File: src/design/ncosc_regs.vh
// Purpose: constants for the oscillator sync control block
// Assumes: byte-wide register port, offsets as printed
// Notes: included by the design files only
`ifndef NCOSC_REGS_VH
`define NCOSC_REGS_VH
`define NCOSC_ADDR_CTRL 10'h300
`define NCOSC_ADDR_CONT 10'h301
`define NCOSC_ADDR_SYNC 10'h302
`define NCOSC_ADDR_AR 10'h303
`define NCOSC_ADDR_SWSYNC 10'h304
`define NCOSC_RST_CTRL 8'h00
`define NCOSC_RST_CONT 8'h00
`define NCOSC_RST_SYNC 8'h00
`define NCOSC_RST_AR 8'h0f
`define NCOSC_RST_SWSYNC 8'h00
`define NCOSC_BIT_FAST 7
`define NCOSC_BIT_SC 2
`define NCOSC_BIT_SYNTH 1
`define NCOSC_BIT_MIX 0
`define NCOSC_BIT_SWSYNC 0
`define NCOSC_SRC_HI 1
`define NCOSC_SRC_LO 0
`define NCOSC_MASK_CTRL 8'h87
`define NCOSC_MASK_LOW4 8'h0f
`define NCOSC_MASK_SRC 8'h03
`define NCOSC_MASK_BIT0 8'h01
`define NCOSC_SRC_NOW 2'h0
`define NCOSC_SRC_SYSREF_ONCE 2'h1
`define NCOSC_SRC_SYSREF_ALL 2'h2
`define NCOSC_SRC_MARKER 2'h3
`define NCOSC_MARK_LEN 4
`endif

File: src/design/ncosc_control.v
// Purpose: oscillator control registers and sync trigger selection
// Assumes: byte register port on clk_i; sysref_i from another domain
// Notes: oscillator arithmetic lives outside; this emits controls and events
// Operation
// - bit 7 selects fast-port oscillator controls
// - bit 2 shares channel 0 reference counter
// - bit 1 selects synthesis once datapath enabled
// - bit 0 enables mixing with oscillator
// - source field picks sync event trigger
// - code 0: sync bit fires immediately
// - code 1: fire once at next sysref
// - code 2: fire every sysref while bit high
// - code 3: four lows then four highs
// - fire on fourth high marker sample
// - fast mode events use fast-port values
// - fast code 0: fire on chip-select rise
// - fast code 3: await marker after chip-select
// - zero sample lsb while awaiting fast-mode marker
// - sync bit rising write starts events outside fast mode; fast mode starts on chip-select rise
// - reset masked accumulators on each event
`timescale 1ns/1ps
`include "ncosc_regs.vh"
module ncosc_control #(
	parameter NUM_OSC = 4
)(
	// clock and reset
	input wire clk_i,
	input wire reset_i,
	// register port
	input wire reg_wr_i,
	input wire reg_rd_i,
	input wire [9:0] reg_addr_i,
	input wire [7:0] reg_wdata_i,
	output reg [7:0] reg_rdata_o,
	// datapath state
	input wire datapath_enable_i,
	input wire sysref_i,
	// upconverter zero in-phase sample lsb
	input wire sample_valid_i,
	input wire sample_lsb_i,
	output wire sample_lsb_o,
	// fast reconfiguration port
	input wire fast_chip_select_i,
	input wire fast_sync_flag_i,
	input wire [NUM_OSC-1:0] fast_accum_reset_mask_i,
	// oscillator controls
	output wire fast_reconfig_enable_o,
	output wire self_coherent_select_o,
	output wire synth_mode_enable_o,
	output wire mixer_enable_o,
	output wire [NUM_OSC-1:0] phase_continuous_mask_o,
	output wire [NUM_OSC-1:0] reseed_on_change_o,
	// sync events
	output reg sync_event_o,
	output reg apply_fast_values_o,
	output reg [NUM_OSC-1:0] accum_reset_o,
	output wire marker_wait_o
);
	reg [7:0] oscillator_control;
	reg [7:0] phase_continuous_mask;
	reg [7:0] sync_trigger_config;
	reg [7:0] accumulator_reset_mask;
	reg [7:0] sw_sync;
	reg sysref_meta;
	reg sysref_sync;
	reg sysref_prev;
	reg cs_meta;
	reg cs_sync;
	reg cs_prev;
	reg sysref_pending;
	reg fast_wait;
	reg next_sync;
	reg [7:0] next_rdata;
	wire fast_on;
	wire [1:0] src;
	wire sysref_rise;
	wire cs_rise;
	wire sw_rise_wr;
	wire marker_arm;
	wire marker_hit;
	wire fast_marker_start;
	assign fast_on = oscillator_control[`NCOSC_BIT_FAST];
	assign src = sync_trigger_config[`NCOSC_SRC_HI:`NCOSC_SRC_LO];
	assign sysref_rise = sysref_sync && !sysref_prev;
	assign cs_rise = cs_sync && !cs_prev;
	// only a write of 1 over a held 0 starts events
	assign sw_rise_wr = reg_wr_i && (reg_addr_i == `NCOSC_ADDR_SWSYNC)
		&& reg_wdata_i[`NCOSC_BIT_SWSYNC] && !sw_sync[`NCOSC_BIT_SWSYNC];
	assign fast_marker_start = fast_on && (src == `NCOSC_SRC_MARKER)
		&& cs_rise && fast_sync_flag_i;
	assign marker_arm = fast_on ? fast_wait
		: (src == `NCOSC_SRC_MARKER) && sw_sync[`NCOSC_BIT_SWSYNC];
	assign marker_wait_o = fast_on && fast_wait;
	// data lsb masked until the marker completes, in fast mode only
	assign sample_lsb_o = sample_lsb_i && !marker_wait_o;
	assign fast_reconfig_enable_o = oscillator_control[`NCOSC_BIT_FAST];
	assign self_coherent_select_o = oscillator_control[`NCOSC_BIT_SC];
	// synthesis mode takes effect only with the datapath running
	assign synth_mode_enable_o = oscillator_control[`NCOSC_BIT_SYNTH]
		&& datapath_enable_i;
	assign mixer_enable_o = oscillator_control[`NCOSC_BIT_MIX];
	assign phase_continuous_mask_o = phase_continuous_mask[NUM_OSC-1:0];
	assign reseed_on_change_o = ~phase_continuous_mask[NUM_OSC-1:0];
	ncosc_marker #(
		.MARK_LEN(`NCOSC_MARK_LEN)
	) u_marker (
		.clk_i(clk_i),
		.reset_i(reset_i),
		.arm_i(marker_arm),
		.sample_valid_i(sample_valid_i),
		.lsb_i(sample_lsb_i),
		.hit_o(marker_hit)
	);
	// register writes; rule-1 and rule-18 timing is left to software
	always @(posedge clk_i or posedge reset_i)
	begin
		if (reset_i)
		begin
			oscillator_control <= `NCOSC_RST_CTRL;
			phase_continuous_mask <= `NCOSC_RST_CONT;
			sync_trigger_config <= `NCOSC_RST_SYNC;
			accumulator_reset_mask <= `NCOSC_RST_AR;
			sw_sync <= `NCOSC_RST_SWSYNC;
		end
		else if (reg_wr_i)
		begin
			case (reg_addr_i)
				`NCOSC_ADDR_CTRL: oscillator_control <= reg_wdata_i;
				`NCOSC_ADDR_CONT: phase_continuous_mask <= reg_wdata_i;
				`NCOSC_ADDR_SYNC: sync_trigger_config <= reg_wdata_i;
				`NCOSC_ADDR_AR: accumulator_reset_mask <= reg_wdata_i;
				`NCOSC_ADDR_SWSYNC: sw_sync <= reg_wdata_i;
				default: sw_sync <= sw_sync;
			endcase
		end
	end
	// sysref and chip select come from pins: two flops first
	always @(posedge clk_i or posedge reset_i)
	begin
		if (reset_i)
		begin
			sysref_meta <= 1'b0;
			sysref_sync <= 1'b0;
			sysref_prev <= 1'b0;
			cs_meta <= 1'b1;
			cs_sync <= 1'b1;
			cs_prev <= 1'b1;
		end
		else
		begin
			sysref_meta <= sysref_i;
			sysref_sync <= sysref_meta;
			sysref_prev <= sysref_sync;
			cs_meta <= fast_chip_select_i;
			cs_sync <= cs_meta;
			cs_prev <= cs_sync;
		end
	end
	// which trigger fires this cycle
	always @*
	begin
		next_sync = 1'b0;
		if (fast_on)
		begin
			case (src)
				`NCOSC_SRC_NOW: next_sync = cs_rise && fast_sync_flag_i;
				`NCOSC_SRC_MARKER: next_sync = marker_hit;
				default: next_sync = 1'b0;
			endcase
		end
		else
		begin
			case (src)
				`NCOSC_SRC_NOW: next_sync = sw_rise_wr;
				`NCOSC_SRC_SYSREF_ONCE: next_sync = sysref_pending && sysref_rise;
				`NCOSC_SRC_SYSREF_ALL: next_sync = sw_sync[`NCOSC_BIT_SWSYNC] && sysref_rise;
				`NCOSC_SRC_MARKER: next_sync = marker_hit;
				default: next_sync = 1'b0;
			endcase
		end
	end
	always @(posedge clk_i or posedge reset_i)
	begin
		if (reset_i)
		begin
			sysref_pending <= 1'b0;
			fast_wait <= 1'b0;
		end
		else
		begin
			// a fresh arm in the firing cycle wins over the clear
			if (!fast_on && src == `NCOSC_SRC_SYSREF_ONCE && sw_rise_wr)
				sysref_pending <= 1'b1;
			else if (sysref_rise || fast_on || src != `NCOSC_SRC_SYSREF_ONCE)
				sysref_pending <= 1'b0;
			if (fast_marker_start)
				fast_wait <= 1'b1;
			else if (marker_hit || !fast_on)
				fast_wait <= 1'b0;
		end
	end
	// one-cycle events, all in the same cycle
	always @(posedge clk_i or posedge reset_i)
	begin
		if (reset_i)
		begin
			sync_event_o <= 1'b0;
			apply_fast_values_o <= 1'b0;
			accum_reset_o <= {NUM_OSC{1'b0}};
		end
		else
		begin
			sync_event_o <= next_sync;
			apply_fast_values_o <= next_sync && fast_on;
			if (!next_sync)
				accum_reset_o <= {NUM_OSC{1'b0}};
			else if (fast_on)
				accum_reset_o <= fast_accum_reset_mask_i;
			else
				accum_reset_o <= accumulator_reset_mask[NUM_OSC-1:0];
		end
	end
	// read back; unmapped reads zero, reserved bits as stored
	always @*
	begin
		next_rdata = 8'h00;
		if (reg_rd_i)
		begin
			case (reg_addr_i)
				`NCOSC_ADDR_CTRL: next_rdata = oscillator_control;
				`NCOSC_ADDR_CONT: next_rdata = phase_continuous_mask;
				`NCOSC_ADDR_SYNC: next_rdata = sync_trigger_config;
				`NCOSC_ADDR_AR: next_rdata = accumulator_reset_mask;
				`NCOSC_ADDR_SWSYNC: next_rdata = sw_sync;
				default: next_rdata = 8'h00;
			endcase
		end
	end
	// registered so read data never glitches; costs one cycle of latency
	always @(posedge clk_i or posedge reset_i)
	begin
		if (reset_i)
			reg_rdata_o <= 8'h00;
		else
			reg_rdata_o <= next_rdata;
	end
endmodule // ncosc_control

File: src/design/ncosc_marker.v
// Purpose: lsb marker detector, four or more lows then four highs
// Assumes: one sample per clock when sample_valid_i is high
// Notes: count of lows saturates at the required length
`timescale 1ns/1ps
`include "ncosc_regs.vh"
module ncosc_marker #(
	parameter MARK_LEN = `NCOSC_MARK_LEN
)(
	// clock and reset
	input wire clk_i,
	input wire reset_i,
	// control
	input wire arm_i,
	// samples
	input wire sample_valid_i,
	input wire lsb_i,
	// result
	output wire hit_o
);
	reg [3:0] low_count;
	reg [3:0] high_count;
	wire low_ok;
	assign low_ok = (low_count >= MARK_LEN[3:0]);
	// fourth high after enough lows, same cycle as that sample
	assign hit_o = arm_i && sample_valid_i && lsb_i && low_ok
		&& (high_count == MARK_LEN[3:0] - 4'h1);
	always @(posedge clk_i or posedge reset_i)
	begin
		if (reset_i)
		begin
			low_count <= 4'h0;
			high_count <= 4'h0;
		end
		else if (!arm_i || hit_o)
		begin
			low_count <= 4'h0;
			high_count <= 4'h0;
		end
		else if (sample_valid_i)
		begin
			if (!lsb_i)
			begin
				if (high_count != 4'h0)
					low_count <= 4'h1;
				else if (!low_ok)
					low_count <= low_count + 4'h1;
				high_count <= 4'h0;
			end
			else if (!low_ok)
			begin
				// early high restarts the low run
				low_count <= 4'h0;
				high_count <= 4'h0;
			end
			else
				high_count <= high_count + 4'h1;
		end
	end
endmodule // ncosc_marker

File: config.mk
export PLATFORM = sky130hd
export DESIGN_NAME = ncosc_control
export DESIGN_NICKNAME = d
export VERILOG_FILES = /design/src/design/ncosc_control.v /design/src/design/ncosc_marker.v
export VERILOG_INCLUDE_DIRS = /design/src /design/src/design
export SDC_FILE = /design/constraint.sdc
export NUM_CORES = 1
export LEC_CHECK = 0
export BUFFER_PORTS_ARGS = -buffer_cell sky130_fd_sc_hd__clkbuf_2
export CORE_AREA = 2 2 84 102
export DETAILED_ROUTE_END_ITERATION = 8
export DIE_AREA = 0 0 86 104
export GPL_TIMING_DRIVEN = 0
export SETUP_SLACK_MARGIN = 0.3
export SLEW_MARGIN = 40
export SYNTH_ARGS = -nofsm -noshare
export SYNTH_HDL_FRONTEND = slang
export SYNTH_SLANG_ARGS = --single-unit
File: constraint.sdc
create_clock -name clk_i -period 5.2 [get_ports clk_i]
set_clock_uncertainty 0.15 [all_clocks]
set_input_delay 0 -clock clk_i [delete_from_list [all_inputs] [get_ports clk_i]]
set_output_delay 0 -clock clk_i [all_outputs]
set_load 0.01 [all_outputs]
==> key figures, run 1 <==
Outcome
  – Status: finished, final reports clean

Die
  – Initial Util: 41.8%
  – Row Count: 36
  – Die width: 86 um
  – Die area: 8940 sq um
  – Core ar.: 7970 sq um
  – I/O pin count: 60
  – Die Height: 104 um

STA
  – Final Hold Viols: 0
  – RSZ-0062 raised after global routing: false
  – Final period util: 44.2%
  – Setup tns final: 0 ns
  – Max_slew headroom: 47.8%
  – Final Setup Violations: 0
  – Fin crit period: 2.30 ns
  – Slew Limit Fails: 0
  – Fmax: 0.435 GHz
  – Min Hold Slack: 0.0357 ns
  – Worst-Margin Slew: 0.779 ns

Global route
  – Vias in the first global route: 2451
  – Global router's overall resource usage: 17.3%
  – First-pass GRT wire length: 12000 um
  – Total grt overflow: 0
  – Largest net degree at the start of global routing: 58
  – Initial antenna violation count: 0

Cells and area
  – Net count, final: 392
  – Layout cells sized above 1: 38.9%
  – Area delta synth->final: 24.3%
  – Number of diodes: 0
  – Fin cells: 452

Placement
  – IO buf count: 56
  – Post-detail-place hpwl: 4890 um
  – Dpl cells: 419
  – GP Congestion: 0.824

Clock tree
  – Clk root buf: clkbuf_8
  – CTS H-Tree Depth: 3
  – Clk_lat worst skew: 0.35 ns
  – Clock-pin transition on the worst setup and hold timing paths: 0.09 ns
  – Clk sink count: 70
  – Hold_buf cts: 17
  – CTS tree: done
  – Total CTS buffers: 9
  – CTS Buffer Depth: 2
  – Post-CTS Resized: 0
  – Post-CTS Setup Inserts: 0

Route
  – Drt total wl: 7200 um
  – DRT Pass-1 Iters: 4
  – DRC: 0
  – Final ANT Viol Nets: 0
  – WL/cell: 15.9 um
  – Via count: 2372
  – Initial DRC count: 91
  – Via density: 5.25

Logic synthesis
  – Register area share after synthesis: 52.9%
  – Most frequent cell after synthesis: dfrtp_1
  – Post-synth cell types: 47
  – Most used flip-flop cell after synthesis: dfrtp_1
  – Async set-reset flop share out of synthesis: 100%
  – Synthesized area per cell: 12.5 sq um
  – Syn nets: 307
  – Synth top cells by count: 63 x dfrtp_1, 39 x mux2_2, 17 x nor2_1
  – Ranking of synthesized cells by area: dfrtp_1 47%, mux2_2 13%, dfstp_2 5.5%
  – Biggest area consumer among synthesized cells: dfrtp_1
  – Area fraction of the dominant cell type after synthesis: 47.3%
  – Number of synthesized register bits: 70
  – Mapped cell area: 3330 sq um
  – EDFF count, synth: 0
  – Syn. warnings: 0
  – Syn Inst Count: 267

Hold path
  – Min-delay worst type: in2reg
  – WHS Path Cells: 3

Worst setup path
  – Worst EP required: 5.35 ns
  – CP max stage delay: 0.49 ns
  – Slowest CP cell: nor4bb_1
  – CP endpoint kind: register
  – Worst-path maximum fanout: 6
  – Worst path arrival time: 2.45 ns
  – CP Cell Sequence: ha_1 -> nor4bb_1 -> o2111ai_1 -> a21oi_1 -> a22o_1
  – Crit Path Category: reg2reg
  – CP startpoint kind: register
  – R2R cell count: 5

Power
  – Leakage: 0.00204 uW
  – PwrDens: 263 nW/um^2
  – Peak supply drop: 108 uV

Run
  – # Max-Cap Violations: 0
flip-flops by register name, summed over array words and instances (netlist names), 4 cells and up:
name,flops
accumulator_reset_mask,8
oscillator_control,8
phase_continuous_mask,8
reg_rdata_o,8
sw_sync,8
sync_trigger_config,8
accum_reset_o,4
u_marker.high_count,4
u_marker.low_count,4
path summary, 6_finish.rpt:
| check | startpoint | endpoint | slack (ns) |
|---|---|---|---|
| worst min-delay path | reg_rd_i | reg_rdata_o[2] | 0.04 |
| max in group asynchronous | reset_i | cs_meta | 3.81 |
| worst max register to register | u_marker.high_count[0] | accum_reset_o[2] | 2.90 |
| worst max-delay path | u_marker.high_count[0] | accum_reset_o[2] | 2.90 |
| min in group asynchronous | reset_i | sw_sync[1] | 0.53 |
| worst min register to register | sysref_meta | sysref_sync | 0.20 |
worst max-delay path, delay by kind of cell, from the launching register on:
kind | cells | cell delay (ns)
simple gates | 1 | 0.49
flops | 1 | 0.40
compound gates | 3 | 0.96
fa+ha+maj | 1 | 0.24
power by group:
| part | switching [uW] | internal (uW) |
|---|---|---|
| combinational | 39.8 | 34.3 |
| sequential | 4.50 | 553 |
| clock | 219 | 237 |
final cells by class:
class                      instances  area, sq um
sequential                        70         1760
timing repair buffer              74          478
clock buffer                      10          138
inverter                          14         57.6
clock inverter                     6         68.8
fill                             712         3830
tap                               95          119
buffer                            17         90.1
multi-input combinational        166         1430
cell families (layout without fill, tap and decap cells):
| family | Yosys count | in the layout | synth area share [%] |
|---|---|---|---|
| fa+ha+maj | 8 | 8 | 3.01 |
| flops | 70 | 70 | 52.9 |
| simple gates | 56 | 56 | 10.0 |
| mux | 54 | 54 | 18.9 |
| compound gates | 48 | 48 | 10.9 |
| buf+inv | 31 | 121 | 4.28 |
cells in the final DEF, fill, tap and decap left out, types with 8 or more instances in the layout:
master	n
ha_1	8
o22a_1	8
inv_1	13
mux2_2	39
dlygate4sd3_1	17
nor2_1	17
clkbuf_2	56
mux2_4	8
clkbuf_8	10
a22oi_1	10
dfrtp_1	63
routing by layer:
| layer | routed length (um) | share of wire [%] | vias up | global-route usage [%] |
|---|---|---|---|---|
| met4 | 189 | 2.6 | 0 | 9.07 |
| met3 | 321 | 4.5 | 15 | 3.10 |
| met5 | 0 | 0 | - | 0 |
| met2 | 3290 | 46 | 66 | 26.4 |
| met1 | 3400 | 47 | 1157 | 23.3 |
| li1 | - | - | 1134 | - |
per-stage QoR:
| stage | cell area [sq um] | power (uW) | worst slack (ns) | utilization, % |
|---|---|---|---|---|
| 6_report | 4140 | 1090 | 2.90 | 51.9 |
| 5_1_grt | 4140 | 1130 | 2.70 | 51.9 |
| 4_1_cts | 4140 | 1100 | 2.93 | 51.9 |
| 3_5_place_dp | 3760 | 633 | 2.96 | 47.2 |
| 3_3_place_gp | 3730 | 629 | 2.45 | 46.8 |
| 2_1_floorplan | 3330 | 601 | 3.29 | - |
No activity file was read; power rests on OpenSTA's default activity.
==> inputs of run 2 (changes only) <==
--- a/config.mk
+++ b/config.mk
@@ -6,10 +6,11 @@
 export SDC_FILE = /design/constraint.sdc
 export NUM_CORES = 1
 export LEC_CHECK = 0
+export ABC_AREA = 1
 export BUFFER_PORTS_ARGS = -buffer_cell sky130_fd_sc_hd__clkbuf_2
-export CORE_AREA = 2 2 84 102
+export CORE_AREA = 2 2 83 101
 export DETAILED_ROUTE_END_ITERATION = 8
-export DIE_AREA = 0 0 86 104
+export DIE_AREA = 0 0 85 103
 export GPL_TIMING_DRIVEN = 0
 export SETUP_SLACK_MARGIN = 0.3
 export SLEW_MARGIN = 40
==> constraint.sdc (replaced) <==
create_clock -name clk_i -period 2.35 [get_ports clk_i]
set_clock_uncertainty 0.15 [all_clocks]
set_input_delay 0 -clock clk_i [delete_from_list [all_inputs] [get_ports clk_i]]
set_output_delay 0 -clock clk_i [all_outputs]
set_load 0.01 [all_outputs]
==> key figures, run 2 <==
Logic synthesis
  – Syn. warnings: 0 (unchanged)
  – Synthesized area per cell: 8.80 sq um (-29%)
  – Mapped cell area: 3280 sq um (-1.5%)
  – Synth top cells by count: 80 x nand2_1, 63 x dfrtp_1, 40 x o21ai_0
  – Register area share after synthesis: 53.7% (+0.81 points)
  – Ranking of synthesized cells by area: dfrtp_1 48%, nand2_1 9.2%, o21ai_0 6.1%
  – Async set-reset flop share out of synthesis: 100% (unchanged)
  – EDFF count, synth: 0 (unchanged)
  – Syn nets: 413 (+35%)
  – Number of synthesized register bits: 70 (unchanged)
  – Biggest area consumer among synthesized cells: dfrtp_1
  – Most frequent cell after synthesis: nand2_1
  – Post-synth cell types: 28 (-40%)
  – Syn Inst Count: 373 (+40%)
  – Most used flip-flop cell after synthesis: dfrtp_1
  – Area fraction of the dominant cell type after synthesis: 48.1% (+0.72 points)

Power
  – Psw: 540 uW (+110%)
  – Power share of the sequential group: 50.7% (-0.6 points)
  – Clock network fraction of total power: 43.0% (+1.1 points)
  – Cell Int Power: 1890 uW (+130%)
  – Peak supply drop: 337 uV (+210%)
  – Switch share: 22.2% (-2.0 points)
  – Total power draw: 2430 uW (+120%)
  – Combinational power share: 6.3% (-0.5 points)
  – PwrDens: 587 nW/um^2 (+120%)
  – Leakage: 0.00199 uW (-2.4%)

Worst setup path
  – CP startpoint kind: register
  – Worst EP required: 2.42 ns (-2.93 ns)
  – Worst reg2reg setup slack: 0.52 ns (-2.38 ns)
  – Crit Path Category: reg2reg
  – CP endpoint kind: register
  – Worst-path maximum fanout: 5 (-1)
  – Worst path arrival time: 1.90 ns (-0.55 ns)

Placement
  – Post-detail-place hpwl: 5790 um (+18%)
  – Area post-placement: 3720 sq um (-1.1%)
  – IO buf count: 59 (+5.4%)
  – GP Congestion: 0.877 (+6.4%)
  – Pre-CTS setup slack: 0.538 ns (-2.42 ns)

Clock tree
  – Post-CTS Setup Inserts: 0 (unchanged)
  – CTS H-Tree Depth: 3 (unchanged)
  – Total CTS buffers: 9 (unchanged)
  – Clk root buf: clkbuf_8
  – CTS Buffer Depth: 2 (unchanged)
  – Clk sink count: 70 (unchanged)
  – Clock-pin transition on the worst setup and hold timing paths: 0.07 ns (-0.02 ns)
  – Clk_lat worst skew: 0.35 ns (about the same)
  – CTS tree: done

Die
  – Core ar.: 7880 sq um (-1.1%)
  – I/O pin count: 60 (unchanged)
  – Row Count: 36 (unchanged)
  – Die area: 8760 sq um (-2.1%)
  – Die Height: 103 um (-0.96%)
  – Initial Util: 41.6% (-0.16 points)
  – Die width: 85 um (-1.2%)

Global route
  – Total grt overflow: 0 (unchanged)
  – First-pass GRT wire length: 12900 um (+7.1%)
  – Initial antenna violation count: 0 (unchanged)
  – Largest net degree at the start of global routing: 37 (-36%)
  – Vias in the first global route: 2715 (+11%)
  – Global router's overall resource usage: 19.2% (+1.9 points)

STA
  – Fin crit period: 1.83 ns (-0.474 ns)
  – Fmax: 0.548 GHz (+26%)
  – Slew Limit Fails: 0 (unchanged)
  – Final Hold Viols: 0 (unchanged)
  – RSZ-0062 raised after global routing: false
  – Final Setup Violations: 0 (unchanged)
  – Max_slew headroom: 70.7% (+23 points)
  – Worst-Margin Slew: 0.438 ns (-0.341 ns)
  – Final setup margin: 0.524 ns (-2.38 ns)
  – Final period util: 77.7% (+33 points)
  – Setup tns final: 0 ns (unchanged)

Hold path
  – Min-delay worst type: in2reg

Route
  – Via count: 2830 (+19%)
  – Initial DRC count: 141 (+55%)
  – DRC: 0 (unchanged)
  – Via density: 5.02 (-4.4%)
  – DRT Pass-1 Iters: 4 (unchanged)
  – Final ANT Viol Nets: 0 (unchanged)
  – WL/cell: 14.4 um (-9.8%)
  – Drt total wl: 8100 um (+13%)

Cells and area
  – Layout cells sized above 1: 24.5% (-14 points)
  – Commonest non-fill, non-tap cells in the layout: 80 x nand2_1, 63 x dfrtp_1, 59 x clkbuf_2
  – Final Instance Area: 4140 sq um (about the same)
  – Area delta synth->final: 26.3%
  – Commonest non-fill, non-tap cell in the layout: nand2_1
  – Number of diodes: 0 (unchanged)
  – Net count, final: 504 (+29%)

Run
  – # Max-Cap Violations: 0 (unchanged)

Outcome
  – Status: finished, final reports clean
run 2: metal layers:
layer | GRT usage, % | wire length (um)
met4 | 9.28 | 224
met2 | 34.5 | 4280
met1 | 22.1 | 3270
met5 | 0 | 0
met3 | 3.52 | 332
run 2: logic make-up after synthesis:
group / Yosys count / share of synthesized area [%]
buffers and inverters: 55 / 7.67
adder cells (fa/ha/maj): 8 / 3.05
XOR/XNOR: 2 / 0.534
flip-flops: 70 / 53.7
AO/OA/AOI/OAI: 68 / 11.6
AND/OR/NAND/NOR: 170 / 23.5
run 2: per-stage QoR:
step	hold WS, ns	util (%)	std cells
2_1_floorplan	-0.146	-	373
3_5_place_dp	-0.146	47.2	528
4_1_cts	0.00845	52.5	564
5_1_grt	0.0153	52.6	564
6_report	0.00376	52.6	564
3_3_place_gp	-0.0608	46.9	527
run 2: final timing paths:
kind / startpoint / end / cells past startpoint
hold reg to reg: sysref_meta / sysref_sync / 0
setup reg to reg: sync_trigger_config[0] / u_marker.low_count[1] / 7
min in group asynchronous: reset_i / u_marker.high_count[0] / 3
hold / removal: fast_sync_flag_i / fast_wait / 4
max in group asynchronous: reset_i / accumulator_reset_mask[1] / 4
setup / recovery: sync_trigger_config[0] / u_marker.low_count[1] / 7
run 2: worst max-delay path, cell delays in order, from the launching register on:
cell	delay, ns
dfrtp_1	0.43
ha_1	0.26
nand3_1	0.10
nand2_1	0.10
nand3_1	0.13
nand2_1	0.16
nor2_1	0.24
o21ai_0	0.13
run 2: cell type report:
| type | count | area (sq um) |
|---|---|---|
| fillers | 735 | 3740 |
| flip-flops and latches | 70 | 1760 |
| multi-input cells | 248 | 1270 |
| repair buffers | 80 | 515 |
| clock buffers | 14 | 183 |
| inverters | 40 | 155 |
| well taps | 95 | 119 |
| plain buffers | 15 | 101 |
| clock inverters | 2 | 37.5 |
run 2: power groups by stage:
stage / logic [uW] / clock network (uW) / registers [uW]
2_1_floorplan: 65.3 / 0 / 1250
3_3_place_gp: 124 / 0 / 1260
3_5_place_dp: 131 / 0 / 1260
4_1_cts: 156 / 1070 / 1230
5_1_grt: 173 / 1120 / 1230
6_report: 154 / 1050 / 1230
run 2: repair_timing:
item,CTS,global route
hold buffers,20,0
resized for setup,0,1
endpoints found under the setup margin,0,1
hold endpoints to repair,130,0
